--- src/pced_pkg.sv ---
// Package: register map, reset values and widths for the pin change block
package pced_pkg;
  localparam int PCED_AW = 4;
  localparam int PCED_DW = 8;
  localparam logic [3:0] PCED_A_RISE_ADDR = 4'h0;
  localparam logic [3:0] PCED_A_FALL_ADDR = 4'h1;
  localparam logic [3:0] PCED_A_FLAG_ADDR = 4'h2;
  localparam logic [3:0] PCED_B_RISE_ADDR = 4'h3;
  localparam logic [3:0] PCED_B_FALL_ADDR = 4'h4;
  localparam logic [3:0] PCED_B_FLAG_ADDR = 4'h5;
  localparam logic [3:0] PCED_CTRL_ADDR = 4'h6;
  localparam logic [3:0] PCED_STAT_ADDR = 4'h7;
  localparam logic [7:0] PCED_REG_RST = 8'h00;
  localparam logic [7:0] PCED_B_IMPL_MASK = 8'hf0;
  localparam logic [7:0] PCED_A_SMALL_MASK = 8'h3f;
  localparam logic [7:0] PCED_A_DBG_MASK = 8'hfc;
  localparam int PCED_CTRL_IRQ_EN_BIT = 0;
  localparam int PCED_STAT_SUM_BIT = 0;
endpackage : pced_pkg

--- src/pced_edge_cell.sv ---
// One port's edge detectors and sticky change flags
`timescale 1ns/1ps
`default_nettype none
module pced_edge_cell
  import pced_pkg::*;
#(
  parameter int WIDTH = 8
) (
  input wire logic clk_in,
  input wire logic srst_in,
  input wire logic [WIDTH-1:0] pin_in,
  input wire logic [WIDTH-1:0] rise_en_in,
  input wire logic [WIDTH-1:0] fall_en_in,
  input wire logic [WIDTH-1:0] impl_mask_in,
  input wire logic flag_wr_in,
  input wire logic [WIDTH-1:0] flag_wdata_in,
  output logic [WIDTH-1:0] flag_out
);
  logic [WIDTH-1:0] prev_r;
  logic [WIDTH-1:0] prev_nxt;
  logic [WIDTH-1:0] flag_r;
  logic [WIDTH-1:0] flag_nxt;
  logic [WIDTH-1:0] hit;
  logic [WIDTH-1:0] seen_r;

  always_comb begin
    prev_nxt = pin_in;
    // Compare with the previous sample so one transition is one event
    hit = ((pin_in & ~prev_r & rise_en_in) |
           (~pin_in & prev_r & fall_en_in)) & impl_mask_in;
    flag_nxt = flag_r;
    if (flag_wr_in) begin
      flag_nxt = flag_wdata_in & impl_mask_in;
    end
    // Edge set wins over the software write in the same cycle
    flag_nxt = flag_nxt | hit;
  end

  always_ff @(posedge clk_in) begin
    if (srst_in) begin
      prev_r <= '0;
      flag_r <= '0;
      seen_r <= '0;
    end else begin
      prev_r <= prev_nxt;
      flag_r <= flag_nxt;
      seen_r <= hit;
    end
  end

  assign flag_out = flag_r;

  flag_sticks_a: assert property (
    @(posedge clk_in) disable iff (srst_in)
    |seen_r |-> ((flag_r & seen_r) == seen_r))
    else $error("Detected edge did not set its flag");
endmodule : pced_edge_cell
`default_nettype wire

--- src/pced_top.sv ---
// Top: registers, two ports of edge detection, summary flag and interrupt
//
// What this block does
// - Port A falling edge with its enable set sets pin flag and summary.
// - A cleared edge enable never sets a flag for that direction.
// - Port A flag sets on enabled rising or enabled falling edge.
// - Flags are hardware set, software readable, writable and clearable.
// - All enables and flags reset to zero on every reset.
// - Port A pins 1 and 0 are unusable while the debugger is on.
// - Port B pins 7:4 rising edge, when enabled, sets flag and summary.
// - Port B pins 7:4 falling edge, when enabled, sets flag and summary.
// - Port B bits 3:0 are unimplemented and read zero.
// - Port B flags 7:4 are hardware set and software read/write.
// - Summary flag is set whenever any per-pin flag is set.
// - Detection runs regardless; interrupt only when its enable is set.
// - An edge during a clearing write leaves the flag set.
//
// Decided for this implementation: the register offsets and strobed register access.
`timescale 1ns/1ps
`default_nettype none
module pced_top
  import pced_pkg::*;
#(
  parameter bit LARGE_VARIANT = 1'b1
) (
  input wire logic clk_in,
  input wire logic srst_in,
  input wire logic debug_en_in,
  input wire logic [7:0] porta_pin_in,
  input wire logic [7:0] portb_pin_in,
  input wire logic [PCED_AW-1:0] addr_in,
  input wire logic [PCED_DW-1:0] wdata_in,
  input wire logic wr_in,
  input wire logic rd_in,
  output logic [PCED_DW-1:0] rdata_out,
  output logic irq_out
);
  logic [7:0] porta_rise_en_r;
  logic [7:0] porta_rise_en_nxt;
  logic [7:0] porta_fall_en_r;
  logic [7:0] porta_fall_en_nxt;
  logic [7:0] portb_rise_en_r;
  logic [7:0] portb_rise_en_nxt;
  logic [7:0] portb_fall_en_r;
  logic [7:0] portb_fall_en_nxt;
  logic change_irq_en_r;
  logic change_irq_en_nxt;
  logic [7:0] rdata_r;
  logic [7:0] rdata_nxt;
  logic irq_r;
  logic irq_nxt;
  logic [7:0] porta_change_flag;
  logic [7:0] portb_change_flag;
  logic [7:0] porta_mask;
  logic [7:0] portb_mask;
  logic change_summary_flag;
  logic wr_a_flag;
  logic wr_b_flag;

  // Variant trims port A top bits and all of port B; debugger takes A[1:0]
  always_comb begin
    porta_mask = LARGE_VARIANT ? 8'hff : PCED_A_SMALL_MASK;
    if (debug_en_in) begin
      porta_mask = porta_mask & PCED_A_DBG_MASK;
    end
    portb_mask = LARGE_VARIANT ? PCED_B_IMPL_MASK : 8'h00;
  end

  assign wr_a_flag = wr_in && (addr_in == PCED_A_FLAG_ADDR);
  assign wr_b_flag = wr_in && (addr_in == PCED_B_FLAG_ADDR);

  always_comb begin
    porta_rise_en_nxt = porta_rise_en_r;
    porta_fall_en_nxt = porta_fall_en_r;
    portb_rise_en_nxt = portb_rise_en_r;
    portb_fall_en_nxt = portb_fall_en_r;
    change_irq_en_nxt = change_irq_en_r;
    if (wr_in && addr_in == PCED_A_RISE_ADDR) begin
      porta_rise_en_nxt = wdata_in & porta_mask;
    end else if (wr_in && addr_in == PCED_A_FALL_ADDR) begin
      porta_fall_en_nxt = wdata_in & porta_mask;
    end else if (wr_in && addr_in == PCED_B_RISE_ADDR) begin
      portb_rise_en_nxt = wdata_in & portb_mask;
    end else if (wr_in && addr_in == PCED_B_FALL_ADDR) begin
      portb_fall_en_nxt = wdata_in & portb_mask;
    end else if (wr_in && addr_in == PCED_CTRL_ADDR) begin
      change_irq_en_nxt = wdata_in[PCED_CTRL_IRQ_EN_BIT];
    end
  end

  pced_edge_cell #(.WIDTH(8)) u_porta (
    .clk_in(clk_in),
    .srst_in(srst_in),
    .pin_in(porta_pin_in),
    .rise_en_in(porta_rise_en_r),
    .fall_en_in(porta_fall_en_r),
    .impl_mask_in(porta_mask),
    .flag_wr_in(wr_a_flag),
    .flag_wdata_in(wdata_in),
    .flag_out(porta_change_flag)
  );

  pced_edge_cell #(.WIDTH(8)) u_portb (
    .clk_in(clk_in),
    .srst_in(srst_in),
    .pin_in(portb_pin_in),
    .rise_en_in(portb_rise_en_r),
    .fall_en_in(portb_fall_en_r),
    .impl_mask_in(portb_mask),
    .flag_wr_in(wr_b_flag),
    .flag_wdata_in(wdata_in),
    .flag_out(portb_change_flag)
  );

  // Summary is live, not stored, so it can never disagree with the flags
  assign change_summary_flag = |{porta_change_flag, portb_change_flag};

  always_comb begin
    rdata_nxt = 8'h00;
    if (rd_in && addr_in == PCED_A_RISE_ADDR) begin
      rdata_nxt = porta_rise_en_r;
    end else if (rd_in && addr_in == PCED_A_FALL_ADDR) begin
      rdata_nxt = porta_fall_en_r;
    end else if (rd_in && addr_in == PCED_A_FLAG_ADDR) begin
      rdata_nxt = porta_change_flag;
    end else if (rd_in && addr_in == PCED_B_RISE_ADDR) begin
      rdata_nxt = portb_rise_en_r & portb_mask;
    end else if (rd_in && addr_in == PCED_B_FALL_ADDR) begin
      rdata_nxt = portb_fall_en_r & portb_mask;
    end else if (rd_in && addr_in == PCED_B_FLAG_ADDR) begin
      rdata_nxt = portb_change_flag & portb_mask;
    end else if (rd_in && addr_in == PCED_CTRL_ADDR) begin
      rdata_nxt[PCED_CTRL_IRQ_EN_BIT] = change_irq_en_r;
    end else if (rd_in && addr_in == PCED_STAT_ADDR) begin
      rdata_nxt[PCED_STAT_SUM_BIT] = change_summary_flag;
    end
    // Flags keep detecting even with the interrupt masked
    irq_nxt = change_summary_flag & change_irq_en_r;
  end

  always_ff @(posedge clk_in) begin
    if (srst_in) begin
      porta_rise_en_r <= PCED_REG_RST;
      porta_fall_en_r <= PCED_REG_RST;
      portb_rise_en_r <= PCED_REG_RST;
      portb_fall_en_r <= PCED_REG_RST;
      change_irq_en_r <= 1'b0;
    end else begin
      porta_rise_en_r <= porta_rise_en_nxt;
      porta_fall_en_r <= porta_fall_en_nxt;
      portb_rise_en_r <= portb_rise_en_nxt;
      portb_fall_en_r <= portb_fall_en_nxt;
      change_irq_en_r <= change_irq_en_nxt;
    end
  end

  // Read data stand one cycle only; idle reads return zero, not stale data
  always_ff @(posedge clk_in) begin
    if (srst_in) begin
      rdata_r <= 8'h00;
    end else begin
      rdata_r <= rdata_nxt;
    end
  end

  // Registered so the pin is glitch free, at the cost of one cycle of lag
  always_ff @(posedge clk_in) begin
    if (srst_in) begin
      irq_r <= 1'b0;
    end else begin
      irq_r <= irq_nxt;
    end
  end

  assign rdata_out = rdata_r;
  assign irq_out = irq_r;

  // Edges are judged against the pin one cycle back; that cycle must be
  // out of reset, since the sample register restarts at zero
  a_fall_sets_a: assert property (
    @(posedge clk_in) disable iff (srst_in)
    (porta_fall_en_r[2] && !porta_pin_in[2] && $past(porta_pin_in[2])
     && !$past(srst_in))
    |=> porta_change_flag[2])
    else $error("Port A falling edge did not set flag");

  a_rise_sets_a: assert property (
    @(posedge clk_in) disable iff (srst_in)
    (porta_rise_en_r[3] && porta_pin_in[3] && !$past(porta_pin_in[3])
     && !$past(srst_in))
    |=> porta_change_flag[3] ##0 change_summary_flag)
    else $error("Port A rising edge did not set flag");

  a_dir_gate_a: assert property (
    @(posedge clk_in) disable iff (srst_in)
    (!porta_rise_en_r[7] && porta_pin_in[7] && !$past(porta_pin_in[7])
     && !porta_change_flag[7] && !wr_a_flag)
    |=> !porta_change_flag[7])
    else $error("Rising edge set flag without its enable");

  b_rise_sets_a: assert property (
    @(posedge clk_in) disable iff (srst_in)
    (portb_rise_en_r[4] && portb_pin_in[4] && !$past(portb_pin_in[4])
     && !$past(srst_in) && LARGE_VARIANT)
    |=> portb_change_flag[4] ##0 change_summary_flag)
    else $error("Port B rising edge did not set flag");

  b_fall_sets_a: assert property (
    @(posedge clk_in) disable iff (srst_in)
    (portb_fall_en_r[5] && !portb_pin_in[5] && $past(portb_pin_in[5])
     && !$past(srst_in) && LARGE_VARIANT)
    |=> portb_change_flag[5] ##0 change_summary_flag)
    else $error("Port B falling edge did not set flag");

  no_en_no_set_a: assert property (
    @(posedge clk_in) disable iff (srst_in)
    (porta_rise_en_r == 8'h00 && porta_fall_en_r == 8'h00 && !wr_a_flag)
    |=> porta_change_flag == $past(porta_change_flag))
    else $error("Flag set with edges disabled");

  b_no_en_a: assert property (
    @(posedge clk_in) disable iff (srst_in)
    (portb_rise_en_r == 8'h00 && portb_fall_en_r == 8'h00 && !wr_b_flag)
    |=> portb_change_flag == $past(portb_change_flag))
    else $error("Port B flag set with edges disabled");

  b_low_zero_a: assert property (
    @(posedge clk_in) disable iff (srst_in)
    rd_in && (addr_in == PCED_B_FLAG_ADDR || addr_in == PCED_B_RISE_ADDR)
    |=> rdata_out[3:0] == 4'h0)
    else $error("Port B low bits not zero");

  b_impl_bits_a: assert property (
    @(posedge clk_in) disable iff (srst_in)
    portb_rise_en_r[3:0] == 4'h0 && portb_fall_en_r[3:0] == 4'h0
    && portb_change_flag[3:0] == 4'h0)
    else $error("Port B unimplemented bits hold state");

  irq_gate_a: assert property (
    @(posedge clk_in) disable iff (srst_in)
    ##1 irq_out == $past(change_summary_flag && change_irq_en_r))
    else $error("Interrupt not gated by its enable");

  irq_off_a: assert property (
    @(posedge clk_in) disable iff (srst_in)
    !change_irq_en_r |=> !irq_out)
    else $error("Interrupt raised while disabled");

  reset_clear_a: assert property (
    @(posedge clk_in)
    $past(srst_in) |-> porta_change_flag == 8'h00 && irq_out == 1'b0)
    else $error("Reset left state set");

  reset_en_a: assert property (
    @(posedge clk_in)
    $past(srst_in) |-> porta_rise_en_r == 8'h00 && porta_fall_en_r == 8'h00
    && portb_rise_en_r == 8'h00 && portb_fall_en_r == 8'h00
    && portb_change_flag == 8'h00 && !change_irq_en_r)
    else $error("Reset left an enable or flag set");

  flag_clear_a: assert property (
    @(posedge clk_in) disable iff (srst_in)
    wr_a_flag && wdata_in == 8'h00 && porta_pin_in == $past(porta_pin_in)
    && !$past(srst_in) |=> porta_change_flag == 8'h00)
    else $error("Software clear did not take");

  flag_write_a: assert property (
    @(posedge clk_in) disable iff (srst_in)
    wr_a_flag && porta_pin_in == $past(porta_pin_in) && !$past(srst_in)
    |=> porta_change_flag == $past(wdata_in & porta_mask))
    else $error("Flag write did not land");

  flag_hold_a: assert property (
    @(posedge clk_in) disable iff (srst_in)
    !wr_a_flag
    |=> (porta_change_flag & $past(porta_change_flag))
    == $past(porta_change_flag))
    else $error("Port A flag dropped without a write");

  b_hold_a: assert property (
    @(posedge clk_in) disable iff (srst_in)
    !wr_b_flag
    |=> (portb_change_flag & $past(portb_change_flag))
    == $past(portb_change_flag))
    else $error("Port B flag dropped without a write");

  summary_read_a: assert property (
    @(posedge clk_in) disable iff (srst_in)
    rd_in && addr_in == PCED_STAT_ADDR
    |=> rdata_out == {7'h00, $past(porta_change_flag != 8'h00
                                  || portb_change_flag != 8'h00)})
    else $error("Summary flag does not follow pin flags");

  race_set_wins_a: assert property (
    @(posedge clk_in) disable iff (srst_in)
    (wr_b_flag && wdata_in == 8'h00 && portb_rise_en_r[6]
     && portb_pin_in[6] && !$past(portb_pin_in[6]) && !$past(srst_in)
     && LARGE_VARIANT)
    |=> portb_change_flag[6])
    else $error("Clearing write lost a detected edge");

  pin_steady_a: assert property (
    @(posedge clk_in) disable iff (srst_in)
    porta_pin_in == $past(porta_pin_in) && !$past(srst_in) && !wr_a_flag
    |=> porta_change_flag == $past(porta_change_flag))
    else $error("Flag set without a pin transition");

  dbg_bits_a: assert property (
    @(posedge clk_in) disable iff (srst_in)
    debug_en_in && $past(debug_en_in) && !$past(srst_in)
    |-> ##1 (porta_change_flag[1:0] & ~$past(porta_change_flag[1:0]))
    == 2'b00)
    else $error("Debug pins raised a flag");
endmodule : pced_top
`default_nettype wire

--- config.mk ---
export PLATFORM = sky130hd
export DESIGN_NAME = pced_top
export DESIGN_NICKNAME = d
export VERILOG_FILES = /design/src/pced_pkg.sv /design/src/pced_edge_cell.sv /design/src/pced_top.sv
export SDC_FILE = /design/constraint.sdc
export NUM_CORES = 1
export LEC_CHECK = 0
export ABC_AREA = 1
export BUFFER_PORTS_ARGS = -buffer_cell sky130_fd_sc_hd__buf_4
export CORE_ASPECT_RATIO = 0.7
export CORE_UTILIZATION = 60
export DETAILED_ROUTE_END_ITERATION = 16
export MAX_ROUTING_LAYER = met4
export PLACE_DENSITY = 0.95
export SYNTH_ARGS = -nofsm -noshare
export SYNTH_HDL_FRONTEND = slang
export SYNTH_SLANG_ARGS = --single-unit
--- constraint.sdc ---
create_clock -name clk_in -period 3 [get_ports clk_in]
set_input_delay 0.45 -clock clk_in [delete_from_list [all_inputs] [get_ports clk_in]]
set_output_delay 0.45 -clock clk_in [all_outputs]
set_load 0.05 [all_outputs]
==> metrics <==
fin crit share 0.5233; post-CTS sizing 0; synthesized flop and latch total 58; DR iter-0 viols 202; layout cells sized above 1 0.1789; Core Rows 19; max cap viols 0; via/cell ratio 5.611; largest family of logic cells by synthesized area simple AND/OR/NAND/NOR gates; Critical Path AT 1.86 ns; min Tclk post-route 1.570 ns; measured slew at the worst slew-check pin 0.5015 ns; required time of the critical path 3.29 ns; Syn-to-layout area delta 18.08%; Slew Viols, Final 0; setup bufs post-CTS 0; status completed; Clock Latency Late Sink 0.34 ns; Setup violations, final 0; Post-Synth Simple-Gate Area 0.2762; io pins 42; Starting Density 0.6519; Final nets 437; gr usage total 0.3205; post-route clock skew 0.004890 ns; Hold Fails Final Rpt 0; count of different cell masters after synthesis 26; PwrDens 544.2 mW/mm²; Root Driver clkbuf_8; worst-path fanout max 16; core area 0.004065 mm²; syn_area_per_cell 7.201 µm²; Final Core Density 0.7698; chip height 57.61 µm; mux cell area share after synthesis 0; Max Fclk 637.0 MHz; total negative setup slack 0 ns; Post-Synth Adder-Cell Area 0; hold buffers post-CTS 0; WS Path Type in2reg; vias 2581; largest net degree at the start of global routing 27; Final HPWL DP 4403 µm; cts bufs inserted 9; Power Internal 1.296 mW; worst vdd ir 0.0003669 V; port bufs 37; Crit. End Element flip-flop; P_leak 1.438 nW; Synth Warn # 0; first-pass GRT wire length 10660 µm; post-synthesis xor/xnor area fraction 0; Seq/Total Area, Yosys 0.4381; DR WL/cell 13.98 µm; initial antenna violation count 0; gpl congestion 0.9178; CP max stage delay 0.35 ns; vias in the first global route 2343; Syn Inst Count 368; Clk pwr share 0.435; Die ar. 0.004691 mm²; number of iterations in the first detailed-routing pass 5; compound-cell area share of the yosys netlist 0.1619; Flop pwr share 0.474; Synth Cell Area 0.002650 mm²; worst hold slack 0.3404 ns; CTS tree yes; clock buffer depth 2; critical-path cell list buf_4 > nor2_4 > nand3_2 > inv_1 > nand2_1 > nand3_1 > nand2_1 > inv_1; CTS clock-pin slew for the worst setup and hold paths 0.06 ns; combinational share of power 0.091; P_sw 407.0 µW; Synth Net Count 401; total grt overflow 0; ant diodes 0; CP Launch Type primary input; clk sinks 58; RSZ-0062 raised after global routing false; H-tree level count 3; # DRC 0; Worst Hold Class in2reg; die width 81.44 µm; switch share 0.2390; max_slew headroom 0.6653; Final ANT Viol Nets 0; CP max stage cell nor2_4; total wire length 6431 µm
## routing by layer
metal,GRT usage,vias up,share of wire
met5,-,-,0
met4,0.1224,0,0.012
met3,0.1120,15,0.080
met2,0.4738,120,0.47
met1,0.3998,1173,0.44
li1,-,1273,-
## registers in the layout (all words and copies together), names as in the netlist
| register | count |
|---|---|
| porta_fall_en_r | 8 |
| porta_rise_en_r | 8 |
| rdata_out | 8 |
| u_porta.flag_out | 8 |
| u_porta.prev_r | 8 |
| portb_fall_en_r | 4 |
| portb_rise_en_r | 4 |
| u_portb.flag_out | 4 |
| u_portb.prev_r | 4 |
| change_irq_en_r | 1 |
| irq_out | 1 |
## stage by stage
stage,worst slack [ns],instance area (µm²),power (mW),std cells
2_1_floorplan,1.734,2650,0.9114,368
3_3_place_gp,1.209,2925,0.9672,445
3_5_place_dp,1.116,2925,0.9751,445
4_1_cts,1.465,3129,1.712,460
5_1_grt,1.318,3129,1.766,460
6_report,1.430,3129,1.703,460
## cell families (layout without fill, tap and decap cells)
logic type / Yosys count / count (layout)
compound gates: 80 / 80
buf+inv: 80 / 120
flops: 58 / 58
simple gates: 150 / 150
## power by group through the flow
stage / registers, mW / logic [mW] / clock network, mW
after floorplan: 0.824 / 0.0871 / 0
final: 0.808 / 0.155 / 0.740
after global routing: 0.809 / 0.172 / 0.786
after detailed placement: 0.824 / 0.151 / 0
after global placement: 0.822 / 0.145 / 0
after CTS: 0.807 / 0.153 / 0.751
## synthesized netlist by cell type, drive strengths merged
master	n	area share
a21oi	26	0.049
nand3	26	0.060
nand2	53	0.078
nand4	17	0.040
o211ai	1	0.0047
a211oi	2	0.0076
clkinv	1	0.0019
clkbuf	6	0.0085
and2	1	0.0024
nor3	11	0.023
inv	66	0.093
o21ai	42	0.079
nor2	42	0.073
a31oi	9	0.021
dfxtp	58	0.44
buf	7	0.020
## worst max-delay path, delay by kind of cell
kind,cells,cell delay [ns]
simple gates,5,0.90
buf+inv,3,0.50
## cell type report
| class | count | area (µm²) |
|---|---|---|
| inverter | 67 | 252.7 |
| timing repair buffer | 38 | 285.3 |
| fill | 327 | 935.9 |
| multi-input combinational | 230 | 1161 |
| tap | 52 | 65.06 |
| sequential | 58 | 1161 |
| clock buffer | 13 | 168.9 |
| clock inverter | 2 | 35.03 |
## path summary, 6_finish.rpt
path	startpoint	to	slack, ns	cells after the start
setup / recovery	addr_in[3]	u_porta.flag_out[3]$_SDFF_PP0_	1.43	8
hold / removal	portb_pin_in[7]	u_portb.prev_r[7]$_SDFF_PP0_	0.34	3
setup reg to reg	u_porta.flag_out[1]$_SDFF_PP0_	rdata_out[0]$_SDFF_PP0_	1.88	8
hold reg to reg	porta_fall_en_r[6]$_SDFFE_PP0P_	porta_fall_en_r[6]$_SDFFE_PP0P_	0.47	2
## cells in the final DEF (no fill, tap or decap), drive strengths merged
| cell type | instances |
|---|---|
| inv | 66 |
| dfxtp | 58 |
| nand2 | 53 |
| o21ai | 42 |
| nor2 | 42 |
| buf | 38 |
| a21oi | 26 |
| nand3 | 26 |
| nand4 | 17 |
| clkbuf | 13 |
| nor3 | 11 |
| a31oi | 9 |
| clkinv | 2 |
| a211oi | 2 |
| o211ai | 1 |
| and2 | 1 |
| bufinv | 1 |
No activity file was read; power rests on OpenSTA's default activity.
